==> src/core/pmd_pkg.sv <==
// What this block does
// Filter input is one modulator bit per tick.
// Sinc4 filter: four cascaded averaging stages.
// Oversampling ratio 128 or 1024 per variant.
// Results arrive at 5 Hz.
// Four results needed before output counts settled.
// Filter clock is 4.9152 MHz.
// Datapath carries 25 percent overrange unwrapped.
// Timing from internal clock, no external clock.
// Drive 4.5 or 3.5 digits, common cathode.
// New display value every 400 ms.
// Exactly one digit cathode enabled at once. The code enables none during the blanking gaps.
// Full five-slot scan takes about 1.9531 ms.
// Each digit slot lasts one fifth of scan.
// Segment outputs shared across all digits.
// 4.5 digits: point before last 1-4 digits.
// 3.5 digits: point after last, or before 1-3.
// Blank leading zeros, keep digits from point rightward.
// Priority: hold, then peak, then latest result.
// All segments off between digit enables.
// Blanking gap lasts 4 us.
// Peak starts at current, rises only; clears off.
// Overrange shows 1, underrange shows -1.
// Hold freezes the shown value.
// Digits step cyclically through all five slots.
// Latch value and point settings per update.
package pmd_pkg;
	localparam int unsigned CLK_HZ = 250000000;
	localparam int unsigned CLK_NS = 4;
	localparam longint unsigned FCLK_HZ = 4915200;
	localparam int unsigned ODR_HZ = 5;
	localparam int unsigned RATIO_FULL = 1024;
	localparam int unsigned RATIO_HALF = 128;
	localparam int unsigned MOD_DIV_FULL =
		32'(FCLK_HZ / (ODR_HZ * RATIO_FULL));
	localparam int unsigned MOD_DIV_HALF =
		32'(FCLK_HZ / (ODR_HZ * RATIO_HALF));
	localparam logic [31:0] FCLK_INC = 32'((FCLK_HZ << 32) / CLK_HZ);
	localparam int unsigned T_ON_NS = 390600;
	localparam int unsigned T_BLANK_NS = 4000;
	localparam int unsigned ON_CYC = T_ON_NS / CLK_NS;
	localparam int unsigned BLANK_CYC = (T_BLANK_NS + CLK_NS - 1) / CLK_NS;
	localparam int unsigned N_DIG = 5;
	localparam int unsigned CIC_W = 41;
	localparam int unsigned CNT_W = 18;
	localparam int unsigned HALF_SHIFT = 12;
	localparam int unsigned MID_SHIFT = 39;
	localparam logic [CIC_W:0] CIC_MID = 42'h080_0000_0000;
	localparam logic [2:0] SETTLE_RES = 3'h4;
	localparam logic signed [15:0] SCALE_FULL = 16'sh61a8;
	localparam logic signed [15:0] SCALE_HALF = 16'sh09c4;
	localparam logic signed [CNT_W-1:0] LIM_FULL = 18'sh04e1f;
	localparam logic signed [CNT_W-1:0] LIM_HALF = 18'sh007cf;
	localparam int unsigned ADDR_W = 4;
	localparam logic [3:0] ADDR_CTRL = 4'h0;
	localparam logic [3:0] ADDR_RESULT = 4'h4;
	localparam logic [3:0] ADDR_SHOWN = 4'h8;
	localparam logic [3:0] ADDR_STATUS = 4'hc;
	localparam logic [1:0] RESP_OKAY = 2'h0;
	localparam logic [1:0] RESP_SLVERR = 2'h2;
	localparam logic [5:0] CTRL_RST = 6'h00;

	typedef struct packed {
		logic variant_half;
		logic peak;
		logic hold;
		logic point_position_lsb;
		logic point_position_msb;
		logic point_enable;
	} pmd_ctrl_t;

	typedef struct packed {
		logic point;
		logic g;
		logic f;
		logic e;
		logic d;
		logic c;
		logic b;
		logic a;
	} pmd_seg_t;

	typedef enum logic [1:0] {
		ST_BLANK = 2'h1,
		ST_ON = 2'h2
	} pmd_scan_t;

	localparam pmd_seg_t SEG_OFF = 8'h00;
	localparam pmd_seg_t SEG_ONE = 8'h06;
	localparam pmd_seg_t SEG_MINUS = 8'h40;
	localparam pmd_seg_t SEG_POINT = 8'h80;

	function automatic logic [6:0] pmd_seg7(input logic [3:0] v);
		case (v)
			4'h0: return 7'h3f;
			4'h1: return 7'h06;
			4'h2: return 7'h5b;
			4'h3: return 7'h4f;
			4'h4: return 7'h66;
			4'h5: return 7'h6d;
			4'h6: return 7'h7d;
			4'h7: return 7'h07;
			4'h8: return 7'h7f;
			4'h9: return 7'h6f;
			default: return 7'h00;
		endcase
	endfunction

	function automatic logic [19:0] pmd_bcd(input logic [16:0] b);
		logic [36:0] s;
		s = {20'h00000, b};
		for (int i = 0; i < 17; i++)
		begin
			for (int d = 0; d < 5; d++)
				if (s[17+4*d +: 4] > 4'h4)
					s[17+4*d +: 4] = s[17+4*d +: 4] + 4'h3;
			s = s << 1;
		end
		return s[36:17];
	endfunction
endpackage

==> src/core/pmd_core.sv <==
`timescale 1ns/1ps
`default_nettype none
module pmd_core
	import pmd_pkg::*;
#(
	parameter int unsigned ON_CYC_P = ON_CYC,
	parameter int unsigned MOD_DIV_HALF_P = MOD_DIV_HALF
)(
	// Clock and reset
	input wire logic ref_clk,
	input wire logic rst,
	// Modulator bitstream
	input wire logic modulator_bit,
	// AXI4-Lite slave
	input wire logic [ADDR_W-1:0] s_axi_awaddr,
	input wire logic s_axi_awvalid,
	output logic s_axi_awready,
	input wire logic [31:0] s_axi_wdata,
	input wire logic [3:0] s_axi_wstrb,
	input wire logic s_axi_wvalid,
	output logic s_axi_wready,
	output logic [1:0] s_axi_bresp,
	output logic s_axi_bvalid,
	input wire logic s_axi_bready,
	input wire logic [ADDR_W-1:0] s_axi_araddr,
	input wire logic s_axi_arvalid,
	output logic s_axi_arready,
	output logic [31:0] s_axi_rdata,
	output logic [1:0] s_axi_rresp,
	output logic s_axi_rvalid,
	input wire logic s_axi_rready,
	// Display drive
	output logic [N_DIG-1:0] digit_cathode_en,
	output var pmd_seg_t segment_drive
);
	pmd_ctrl_t ctrl_r;
	logic half;
	logic var_q_r;
	logic var_chg;
	logic [1:0] mod_sync_r;
	logic [31:0] phase_r;
	logic fclk_en_r;
	logic [12:0] mdiv_r;
	logic mdiv_last;
	logic mod_en_r;
	logic [CIC_W-1:0] integ_r [4];
	logic [CIC_W-1:0] dly_r [4];
	logic [CIC_W-1:0] cy [5];
	logic [9:0] dcnt_r;
	logic prime_r;
	logic dec_last;
	logic res_take;
	logic [CIC_W-1:0] y_n;
	logic signed [CIC_W:0] y_c;
	logic signed [CIC_W+16:0] prod;
	logic signed [CNT_W-1:0] result_r;
	logic res_v_r;
	logic [2:0] res_cnt_r;
	logic par_r;
	logic upd_r;
	logic signed [CNT_W-1:0] peak_r;
	logic peak_v_r;
	logic signed [CNT_W-1:0] sel_v;
	logic signed [CNT_W-1:0] lim;
	logic signed [CNT_W-1:0] shown_r;
	logic ovr_r;
	logic und_r;
	logic pe_l_r;
	logic over;
	logic under;
	logic neg;
	logic [CNT_W-1:0] mag;
	logic [19:0] bcd;
	logic [2:0] dpi;
	logic [2:0] keep;
	logic [2:0] top;
	pmd_seg_t pat_r [N_DIG];
	pmd_scan_t st_r;
	logic [16:0] tcnt_r;
	logic [2:0] slot_r;
	logic tlast;
	logic aw_got_r;
	logic w_got_r;
	logic [ADDR_W-1:0] awaddr_r;
	logic [31:0] wdata_r;
	logic [3:0] wstrb_r;
	logic wr_do;

	assign half = ctrl_r.variant_half;
	assign var_chg = var_q_r != half;

	// The pin is asynchronous to ref_clk, so it is resynchronised first.
	always_ff @(posedge ref_clk)
		if (rst)
			mod_sync_r <= 2'h0;
		else
			mod_sync_r <= {mod_sync_r[0], modulator_bit};

	always_ff @(posedge ref_clk)
		if (rst)
			var_q_r <= 1'b0;
		else
			var_q_r <= half;

	// Fractional divider; enable jitter is one ref_clk period at most.
	always_ff @(posedge ref_clk)
		if (rst)
		begin
			phase_r <= 32'h0;
			fclk_en_r <= 1'b0;
		end
		else
			{fclk_en_r, phase_r} <= {1'b0, phase_r} + {1'b0, FCLK_INC};

	assign mdiv_last = mdiv_r ==
		13'(half ? MOD_DIV_HALF_P - 1 : MOD_DIV_FULL - 1);

	// One modulator bit per tick, rate chosen so that ratio ticks give 5 Hz.
	always_ff @(posedge ref_clk)
		if (rst || var_chg)
		begin
			mdiv_r <= 13'h0;
			mod_en_r <= 1'b0;
		end
		else
		begin
			mod_en_r <= fclk_en_r && mdiv_last;
			if (fclk_en_r)
				mdiv_r <= mdiv_last ? 13'h0 : mdiv_r + 13'h1;
		end

	assign dec_last = dcnt_r == 10'(half ? RATIO_HALF - 1 : RATIO_FULL - 1);
	assign res_take = mod_en_r && dec_last;
	assign cy[0] = integ_r[3];

	// Modular integrator arithmetic is exact as long as the combs differ.
	genvar k;
	for (k = 0; k < 4; k++)
	begin : g_cic
		logic [CIC_W-1:0] stage_in;
		if (k == 0)
			assign stage_in = {{(CIC_W-1){1'b0}}, mod_sync_r[1]};
		else
			assign stage_in = integ_r[k-1];
		assign cy[k+1] = cy[k] - dly_r[k];
		always_ff @(posedge ref_clk)
			if (rst || var_chg)
			begin
				integ_r[k] <= '0;
				dly_r[k] <= '0;
			end
			else
			begin
				if (mod_en_r)
					integ_r[k] <= integ_r[k] + stage_in;
				if (res_take)
					dly_r[k] <= cy[k];
			end
	end

	// The first tick after a restart is not counted, so every take sees the
	// integrators one tick later and the fourth result holds a full window.
	always_ff @(posedge ref_clk)
		if (rst || var_chg)
		begin
			dcnt_r <= 10'h0;
			prime_r <= 1'b0;
		end
		else if (mod_en_r)
		begin
			prime_r <= 1'b1;
			if (prime_r)
				dcnt_r <= dec_last ? 10'h0 : dcnt_r + 10'h1;
		end

	// Scaled so that a full-density stream reads 1.25 times full scale.
	assign y_n = half ? (cy[4] << HALF_SHIFT) : cy[4];
	assign y_c = $signed({1'b0, y_n}) - $signed(CIC_MID);
	assign prod = y_c * (half ? SCALE_HALF : SCALE_FULL);

	always_ff @(posedge ref_clk)
		if (rst || var_chg)
		begin
			result_r <= '0;
			res_v_r <= 1'b0;
			res_cnt_r <= 3'h0;
			par_r <= 1'b0;
			upd_r <= 1'b0;
		end
		else
		begin
			res_v_r <= res_take;
			upd_r <= res_v_r && par_r;
			if (res_take)
			begin
				result_r <= prod[CNT_W+MID_SHIFT-1:MID_SHIFT];
				par_r <= ~par_r;
				if (res_cnt_r != SETTLE_RES)
					res_cnt_r <= res_cnt_r + 3'h1;
			end
		end

	always_ff @(posedge ref_clk)
		if (rst || !ctrl_r.peak)
		begin
			peak_r <= '0;
			peak_v_r <= 1'b0;
		end
		else if (res_v_r && (!peak_v_r || result_r > peak_r))
		begin
			peak_r <= result_r;
			peak_v_r <= 1'b1;
		end

	assign sel_v = (ctrl_r.peak && peak_v_r) ? peak_r : result_r;
	assign lim = half ? LIM_HALF : LIM_FULL;
	assign over = sel_v > lim;
	assign under = sel_v < -lim;
	assign neg = sel_v[CNT_W-1];
	assign mag = neg ? -sel_v : sel_v;
	assign bcd = pmd_bcd(mag[16:0]);
	assign dpi = half ? {1'b0, ctrl_r.point_position_msb,
		ctrl_r.point_position_lsb} : {1'b0, ctrl_r.point_position_msb,
		ctrl_r.point_position_lsb} + 3'h1;
	assign keep = ctrl_r.point_enable ? dpi : 3'h0;
	assign top = half ? 3'h3 : 3'h4;

	// Hold simply stops the latch, so the frozen value is what is lit.
	always_ff @(posedge ref_clk)
		if (rst)
		begin
			shown_r <= '0;
			ovr_r <= 1'b0;
			und_r <= 1'b0;
			pe_l_r <= 1'b0;
		end
		else if (upd_r && !ctrl_r.hold)
		begin
			shown_r <= sel_v;
			ovr_r <= over;
			und_r <= under;
			pe_l_r <= ctrl_r.point_enable;
		end

	// Patterns are built once per update so a scan never mixes values.
	for (k = 0; k < N_DIG; k++)
	begin : g_dig
		logic [2:0] li;
		logic [19:0] sh;
		logic lit;
		logic is_top;
		pmd_seg_t pat;
		assign li = 3'(k) - {2'h0, half};
		assign sh = bcd >> {li, 2'h0};
		assign lit = (|sh) || li <= keep;
		assign is_top = li == top;
		always_comb
		begin
			pat = SEG_OFF;
			if (half && k == 0)
				pat = SEG_OFF;
			else if (over)
				pat = is_top ? SEG_ONE : SEG_OFF;
			else if (under)
				pat = is_top ? (SEG_ONE | SEG_MINUS) : SEG_OFF;
			else
			begin
				if (lit)
					pat = pmd_seg_t'({1'b0, pmd_seg7(sh[3:0])});
				if (is_top && neg)
					pat = pat | SEG_MINUS;
				if (ctrl_r.point_enable && li == dpi)
					pat = pat | SEG_POINT;
			end
		end
		always_ff @(posedge ref_clk)
			if (rst)
				pat_r[k] <= SEG_OFF;
			else if (upd_r && !ctrl_r.hold)
				pat_r[k] <= pat;
	end

	assign tlast = (st_r == ST_BLANK) ? tcnt_r == 17'(BLANK_CYC - 1) :
		tcnt_r == 17'(ON_CYC_P - BLANK_CYC - 1);

	// Each slot is a blank gap followed by the lit part, ON_CYC_P in all.
	always_ff @(posedge ref_clk)
		if (rst)
		begin
			st_r <= ST_BLANK;
			tcnt_r <= 17'h0;
			slot_r <= 3'h0;
		end
		else
		begin
			tcnt_r <= tlast ? 17'h0 : tcnt_r + 17'h1;
			case (st_r)
				ST_BLANK:
					if (tlast)
						st_r <= ST_ON;
				ST_ON:
					if (tlast)
					begin
						st_r <= ST_BLANK;
						slot_r <= (slot_r == 3'(N_DIG - 1)) ? 3'h0 :
							slot_r + 3'h1;
					end
				default:
					st_r <= ST_BLANK;
			endcase
		end

	always_ff @(posedge ref_clk)
		if (rst)
		begin
			digit_cathode_en <= '0;
			segment_drive <= SEG_OFF;
		end
		else if (st_r == ST_ON)
		begin
			digit_cathode_en <= 5'(5'h01 << slot_r);
			segment_drive <= pat_r[slot_r];
		end
		else
		begin
			digit_cathode_en <= '0;
			segment_drive <= SEG_OFF;
		end

	assign wr_do = aw_got_r && w_got_r && !s_axi_bvalid;

	always_ff @(posedge ref_clk)
		if (rst)
		begin
			aw_got_r <= 1'b0;
			s_axi_awready <= 1'b1;
			awaddr_r <= '0;
		end
		else if (s_axi_awvalid && s_axi_awready)
		begin
			aw_got_r <= 1'b1;
			s_axi_awready <= 1'b0;
			awaddr_r <= s_axi_awaddr;
		end
		else if (wr_do)
			aw_got_r <= 1'b0;
		else if (s_axi_bvalid && s_axi_bready)
			s_axi_awready <= 1'b1;

	always_ff @(posedge ref_clk)
		if (rst)
		begin
			w_got_r <= 1'b0;
			s_axi_wready <= 1'b1;
			wdata_r <= 32'h0;
			wstrb_r <= 4'h0;
		end
		else if (s_axi_wvalid && s_axi_wready)
		begin
			w_got_r <= 1'b1;
			s_axi_wready <= 1'b0;
			wdata_r <= s_axi_wdata;
			wstrb_r <= s_axi_wstrb;
		end
		else if (wr_do)
			w_got_r <= 1'b0;
		else if (s_axi_bvalid && s_axi_bready)
			s_axi_wready <= 1'b1;

	always_ff @(posedge ref_clk)
		if (rst)
		begin
			s_axi_bvalid <= 1'b0;
			s_axi_bresp <= RESP_OKAY;
		end
		else if (wr_do)
		begin
			s_axi_bvalid <= 1'b1;
			s_axi_bresp <= (awaddr_r == ADDR_CTRL) ? RESP_OKAY : RESP_SLVERR;
		end
		else if (s_axi_bready)
			s_axi_bvalid <= 1'b0;

	always_ff @(posedge ref_clk)
		if (rst)
			ctrl_r <= CTRL_RST;
		else if (wr_do && awaddr_r == ADDR_CTRL && wstrb_r[0])
			ctrl_r <= pmd_ctrl_t'(wdata_r[5:0]);

	always_ff @(posedge ref_clk)
		if (rst)
		begin
			s_axi_arready <= 1'b1;
			s_axi_rvalid <= 1'b0;
			s_axi_rdata <= 32'h0;
			s_axi_rresp <= RESP_OKAY;
		end
		else if (s_axi_arvalid && s_axi_arready)
		begin
			s_axi_arready <= 1'b0;
			s_axi_rvalid <= 1'b1;
			s_axi_rresp <= RESP_OKAY;
			case (s_axi_araddr)
				ADDR_CTRL: s_axi_rdata <= {26'h0, ctrl_r};
				ADDR_RESULT: s_axi_rdata <= 32'(result_r);
				ADDR_SHOWN: s_axi_rdata <= 32'(shown_r);
				ADDR_STATUS: s_axi_rdata <= {28'h0, peak_v_r, und_r, ovr_r,
					res_cnt_r == SETTLE_RES};
				default:
				begin
					s_axi_rdata <= 32'h0;
					s_axi_rresp <= RESP_SLVERR;
				end
			endcase
		end
		else if (s_axi_rvalid && s_axi_rready)
		begin
			s_axi_rvalid <= 1'b0;
			s_axi_arready <= 1'b1;
		end

	// Helper state for the checks below.
	logic lvl_q_r;
	logic seen_r;
	logic [16:0] run_r;
	logic [N_DIG-1:0] prev_on_r;
	logic [10:0] msamp_r;

	always_ff @(posedge ref_clk)
		if (rst)
		begin
			lvl_q_r <= 1'b0;
			seen_r <= 1'b0;
			run_r <= 17'h0;
			prev_on_r <= 5'h10;
			msamp_r <= 11'h0;
		end
		else
		begin
			lvl_q_r <= |digit_cathode_en;
			run_r <= (lvl_q_r != |digit_cathode_en) ? 17'h1 : run_r + 17'h1;
			if (lvl_q_r != |digit_cathode_en)
				seen_r <= 1'b1;
			if (|digit_cathode_en)
				prev_on_r <= digit_cathode_en;
			if (res_take)
				msamp_r <= 11'h0;
			else if (mod_en_r)
				msamp_r <= msamp_r + 11'h1;
		end
endmodule
`default_nettype wire

==> config.mk <==
export PLATFORM = sky130hd
export DESIGN_NAME = pmd_core
export DESIGN_NICKNAME = d
export VERILOG_FILES = /design/src/core/pmd_pkg.sv /design/src/core/pmd_core.sv
export SDC_FILE = /design/constraint.sdc
export NUM_CORES = 2
export LEC_CHECK = 0
export BUFFER_PORTS_ARGS = -buffer_cell sky130_fd_sc_hd__buf_2
export CAP_MARGIN = 10
export CORE_MARGIN = 1.5
export CORE_UTILIZATION = 65
export DETAILED_ROUTE_END_ITERATION = 6
export PLACE_DENSITY = 0.82
export SLEW_MARGIN = 25
export SYNTH_ARGS = -nofsm -noshare
export SYNTH_HDL_FRONTEND = slang
export SYNTH_SLANG_ARGS = --single-unit
==> constraint.sdc <==
create_clock -name ref_clk -period 19.9 [get_ports ref_clk]
set_input_delay 3.98 -clock ref_clk [delete_from_list [all_inputs] [get_ports ref_clk]]
set_output_delay 3.98 -clock ref_clk [all_outputs]
set_load 0.02 [all_outputs]
Yosys cells after proc, flatten, opt, wreduce, memory -nomap -nowiden:

Memory sizes are Yosys's and may differ from the RTL's. A register that Yosys moved wholly into a read port is not among the register bits.
Index checks and enable logic that the tools add are counted.

* logic and storage cells: 493
* memory bits (writable): 368
* memories: 8
* input port bits: 52
* bits in registers: 211
* bits in read-only memories: 560

* multipliers: 1
* $add $sub $neg: 93
* muxes and demuxes: 165
* shift operators: 6
* reduce and logical (&&, ||, !) cells: 59
* bitwise gates (word level): 15
* $lt $le $gt $ge: 78
* equality and inequality tests: 27

Memory list
* dly_r: words 4, width 41, read ports 4, clocked after memory_dff 0, wr ports 4, line pmd_core.sv:47 `logic [CIC_W-1:0] dly_r [4];`
* integ_r: words 4, width 41, read ports 4, clocked after memory_dff 0, wr ports 4, line pmd_core.sv:46 `logic [CIC_W-1:0] integ_r [4];`
* (no name shown): words 16, width 7, read ports 1, clocked after memory_dff 0, wr ports 0, line pmd_pkg.sv:94 `case (v)`
* (no name shown): words 16, width 7, read ports 1, clocked after memory_dff 0, wr ports 0, line pmd_pkg.sv:94
* (no name shown): words 16, width 7, read ports 1, clocked after memory_dff 0, wr ports 0, line pmd_pkg.sv:94
* (no name shown): words 16, width 7, read ports 1, clocked after memory_dff 0, wr ports 0, line pmd_pkg.sv:94
* 2 more memories

Operator list (number)
* 2-to-1 mux 41 bit: 9
* > comparator 4 x 3 -> 1 bit (second input constant): 65
* adder 4 x 2 -> 4 bit (second input constant): 54
* 2-to-1 mux 4 bit: 54
* 2-to-1 mux 8 bit: 21
* subtractor 41 bit: 4
* case mux 32 bit (4 select lines): 1
* adder 41 bit: 3
* 2-to-1 mux 7 bit: 15
* OR reduction 20 bit: 5
* >> shifter 20 x 5 -> 20 bit: 5
* 2-to-1 mux 3 bit: 25
* multiplier 42 x 16 -> 57 bit: 1
* subtractor 41 x 40 -> 42 bit (second input constant): 1
* adder 41 x 1 -> 41 bit: 1
* adder 3 x 2 -> 3 bit (second input constant): 11
* adder 32 x 27 -> 33 bit (second input constant): 1
* equality test 3 bit: 10
* 2-to-1 mux 15 bit: 2
* 2-to-1 mux 1 bit: 27
* 2-to-1 mux 13 bit: 2
* logical AND 1 bit: 25
* 2-to-1 mux 10 bit: 2
* > comparator 18 x 16 -> 1 bit: 1
* other kinds (44): 99

Longest topological paths before layout:

* depth after elaboration: 46
* gate-level depth with buffers: 82
* gate-level depth less buffers: 80

Worst setup path after synthesis:

Ideal clock, no wire load.

* path type: register to register
* start point: register peak_v_r
* end point: memory pat_r[2][1] (netlist bit), data pin
* required time: 19634 ps
* setup slack: 4140 ps
* path buffers: 7
* stages on the path, launching flop included: 78
* setup time: 266 ps
* arrival time: 15495 ps
* cell sequence: dfxtp_1 nand2_2 buf_4 buf_1 mux2i_1 ha_1 inv_1 nor3_2 buf_2 a311oi_2 or2_1 inv_1 ha_1 inv_1 nor2_1 nand2_1 or3_1 and3_1 (+42 left out) nor3_1 or2_1 ha_1 inv_1 a32o_1 or3_1 and2_1 ha_1 or4_1 o311ai_2 xnor2_1 mux2_2 ha_1 o21ai_0 a311oi_1 nand4_1 o31ai_4 nor2_1

RTL lines
* from (decl): line pmd_core.sv:62 `logic peak_v_r;`
* from (signal assigned): line pmd_core.sv:207 `peak_v_r <= 1'b0;`
* from (signal assigned): line pmd_core.sv:212 `peak_v_r <= 1'b1;`
* to (decl): line pmd_core.sv:77 `pmd_seg_t pat_r [N_DIG];`

==> load_flow_metrics.sql <==
INSERT INTO impl_metrics (metric_group, metric, value, unit) VALUES
('cells_and_area', 'most_common_library_cell_in_the_layout_ignoring_fill_and_taps', 'sky130_fd_sc_hd__inv_1', ''),
('synth', 'post_synth_design_cell_area', '56940', 'µm²'),
('cts', 'tritoncts.num_buffers', '69', ''),
('cts', 'tritoncts_clock_tree', 'yes', ''),
('drt', 'drt-pass1-iter-count', '6', ''),
('setup_path', 'cp_slowest_cell', 'sky130_fd_sc_hd__o311a_1', ''),
('cts', 'worst_skew_pair.late_latency', '660', 'ps'),
('setup_path', 'slowest_delay', '580', 'ps'),
('cts', 'root_buffer', 'sky130_fd_sc_hd__clkbuf_16', ''),
('setup_path', 'worst_path_dominant_cell_family', 'simple AND/OR/NAND/NOR gates', ''),
('cells_and_area', 'finalInstanceArea', '60550', 'µm²'),
('synth', 'synth_edf_count', '368', ''),
('place', 'routabilityCongestion', '0.9833', ''),
('setup_path', 'path_class', 'reg2reg', ''),
('synth', 'synth.yosys.seq_area_share', '0.2654', ''),
('cts', 'ctsLongestPathBuffers', '3', ''),
('drt', 'postRouteAntennaNets', '0', ''),
('setup_path', 'critPathRequiredTime', '20270', 'ps'),
('timing', 'fmaxAchievable', '54.39', 'MHz'),
('floorplan', 'die_area', '89390', 'µm²'),
('timing', 'timing.setup.tns', '0', 'ps'),
('cells_and_area', 'antenna_diode_count', '0', ''),
('setup_path', 'worst-path-buf-inv', '10', ''),
('timing', 'hold_ws', '456.3', 'ps'),
('cells_and_area', 'post_route_cells_drive_above_1_share', '0.06227', ''),
('global_route', 'number_of_antenna_violations_at_the_first_check_in_global_routing', '2', ''),
('flow_run', 'max_cap_viol_count', '0', ''),
('floorplan', 'core_region_area', '86750', 'µm²'),
('global_route', 'globalRouteOverflowTotal', '0', ''),
('run_status', 'outcome', 'complete, no violations', ''),
('setup_path', 'path_max_fanout', '17', ''),
('timing', 'final_max_slew_viol_count', '0', ''),
('drt', 'detail_route.iter0.violations', '3388', ''),
('floorplan', 'initial_utilization', '0.6564', ''),
('place', 'dp.final_hpwl', '102400', 'µm'),
('worst_hold_path', 'hold_path.class', 'reg2reg', ''),
('timing', 'min_period', '18390', 'ps'),
('setup_path', 'worst_setup_path_end_kind', 'flip-flop', ''),
('timing', 'finClkSkew', '24.86', 'ps'),
('floorplan', 'die_width', '299.0', 'µm'),
('synth', 'synth_top_flop_cell', 'sky130_fd_sc_hd__edfxtp_1', ''),
('timing', 'slew_headroom', '0.3290', ''),
('setup_path', 'cpMostUsedCell', 'sky130_fd_sc_hd__ha_1', ''),
('synth', 'post_synth_inst_count', '6416', ''),
('global_route', 'grt_first_pass_wirelength', '218500', 'µm'),
('cells_and_area', 'most-common-layout-cells', 'sky130_fd_sc_hd__inv_1 (764), sky130_fd_sc_hd__ha_1 (709), sky130_fd_sc_hd__nor2_1 (685)', ''),
('timing', 'period_share', '0.9239', ''),
('setup_path', 'timing.critical_path.from_type', 'flip-flop', ''),
('floorplan', 'floorplan.die.height', '299.0', 'µm'),
('synth', 'synth.lib_cells_used.distinct', '145', ''),
('timing', 'max_slew.worst_pin.slew', '999.7', 'ps'),
('synth', 'postSynthRegisterBits', '571', ''),
('place', 'io_buffer_count', '74', ''),
('cts', 'clock-sinks', '571', ''),
('setup_path', 'worst-endpoint-arrival', '18750', 'ps'),
('cts', 'cts_hold_repair.buffers', '0', ''),
('cells_and_area', 'area_growth_from_synthesis_to_layout', '6.335', '%'),
('synth', 'synthArstFlopShare', '0', ''),
('floorplan', 'ioPinCount', '106', ''),
('synth', 'postSynthAreaPerCell', '8.875', 'µm²'),
('cts', 'ctsHtreeMaxLevel', '3', ''),
('floorplan', 'placementRows', '108', ''),
('cts', 'worst_setup_hold_path_clk_slew', '60', 'ps'),
('timing', 'setup_viol', '0', ''),
('drt', 'vias', '46000', ''),
('global_route', 'all_layer_global_routing_usage', '0.2952', ''),
('timing', 'rsz0062_at_grt', 'false', ''),
('global_route', 'grt_pass1_vias', '44562', ''),
('synth', 'synthesis.yosys.warnings', '0', ''),
('drt', 'post-route-drc-count', '0', ''),
('drt', 'routedWlPerCell', '17.55', 'µm'),
('cells_and_area', 'design.final.nets', '7431', ''),
('drt', 'route.final.wire_length', '133600', 'µm'),
('global_route', 'grt_max_degree', '140', ''),
('timing', 'report.final.hold_viol_count', '0', ''),
('drt', 'route.detailed.vias_per_inst', '6.044', ''),
('place', 'dpl-instance-area', '58150', 'µm²');
-- cell usage after synthesis, types with 186 or more instances --
master	count	area (µm²)
sky130_fd_sc_hd__a21oi_1	269	1346
sky130_fd_sc_hd__and2_1	186	1164
sky130_fd_sc_hd__dfxtp_1	203	4064
sky130_fd_sc_hd__edfxtp_1	368	11050
sky130_fd_sc_hd__fa_1	269	5385
sky130_fd_sc_hd__ha_1	710	8884
sky130_fd_sc_hd__inv_1	767	2879
sky130_fd_sc_hd__nand2_1	456	1712
sky130_fd_sc_hd__nor2_1	685	2571
sky130_fd_sc_hd__nor3_1	223	1116
sky130_fd_sc_hd__o21ai_0	308	1541
sky130_fd_sc_hd__xnor2_1	200	1752
-- cells by family (layout without fill, tap and decap cells) --
group,after synthesis,in the layout,synth area share
AOI/OAI and AO/OA,1290,1290,0.1572
muxes,136,136,0.02753
and+or+nand+nor,2107,2107,0.1775
DFF,571,571,0.2654
adders and majority gates,979,979,0.2506
xor gates and xnor gates,334,334,0.05274
other,2,25,0.0001319
buffers and inverters,997,1014,0.06889
-- stage by stage --
stage / util / instances / setup WS (ps)
2_1_floorplan: - / 6439 / 4140
3_3_place_gp: 0.6703 / 7481 / 1272
3_5_place_dp: 0.6703 / 7481 / 966.9
4_1_cts: 0.6974 / 7608 / 902.2
5_1_grt: 0.6979 / 7611 / 83.02
6_report: 0.6979 / 7611 / 1514
-- per-layer routing --
layer	share of wire	up-vias	global-route usage
li1	-	22362	-
met1	0.42	21998	0.3766
met2	0.48	1377	0.5081
met3	0.058	263	0.04151
met4	0.039	0	0.1109
met5	0	-	0
-- path summary, 6_finish.rpt --
check / end / from / slack, ps / cells after the start
worst min-delay path: awaddr_r[2]$_SDFFE_PP0P_ / awaddr_r[2]$_SDFFE_PP0P_ / 460 / 2
worst max-delay path: pat_r[2][6]$_SDFFCE_PN0P_ / peak_v_r$_SDFFE_PP0P_ / 1510 / 74
worst min register to register: awaddr_r[2]$_SDFFE_PP0P_ / awaddr_r[2]$_SDFFE_PP0P_ / 460 / 2
worst max register to register: pat_r[2][6]$_SDFFCE_PN0P_ / peak_v_r$_SDFFE_PP0P_ / 1510 / 74
-- state kept, by name, indices dropped and copies added (netlist names), 5 cells and up --
signal,count
ctrl_r,5
dcnt_r,10
digit_cathode_en,5
dly_r,164
integ_r,164
mdiv_r,13
pat_r,40
peak_r,18
phase_r,32
result_r,18
s_axi_rdata,18
segment_drive,8
shown_r,18
tcnt_r,17
wdata_r,6
-- worst reg2reg max path, delay by kind of cell, from the launching register on --
family          cells  cell delay (ps)
buf+inv            10             1620
flops               1              550
xor+xnor            1              210
mux                 3              790
simple gates       26             6300
fa+ha+maj          11             3170
compound gates     23             5480
-- what timing repair did --
item | in CTS | in global routing
endpoints found under the setup margin | 0 | 30
endpoints found under the hold margin | 0 | 0
buffers inserted | 0 | 3
resized for setup | 0 | 4
-- layout make-up --
type	instances	area (µm²)
multi-input combinational	4871	38040
fill	6443	26210
sequential	571	15120
inverter	772	2904
clock buffer	94	1953
tap	1155	1445
timing repair buffer	115	690.7
clock inverter	33	395.4
Power is not shown: default switching activity piles up to over one toggle a cycle in this logic, so the estimate is an artifact.
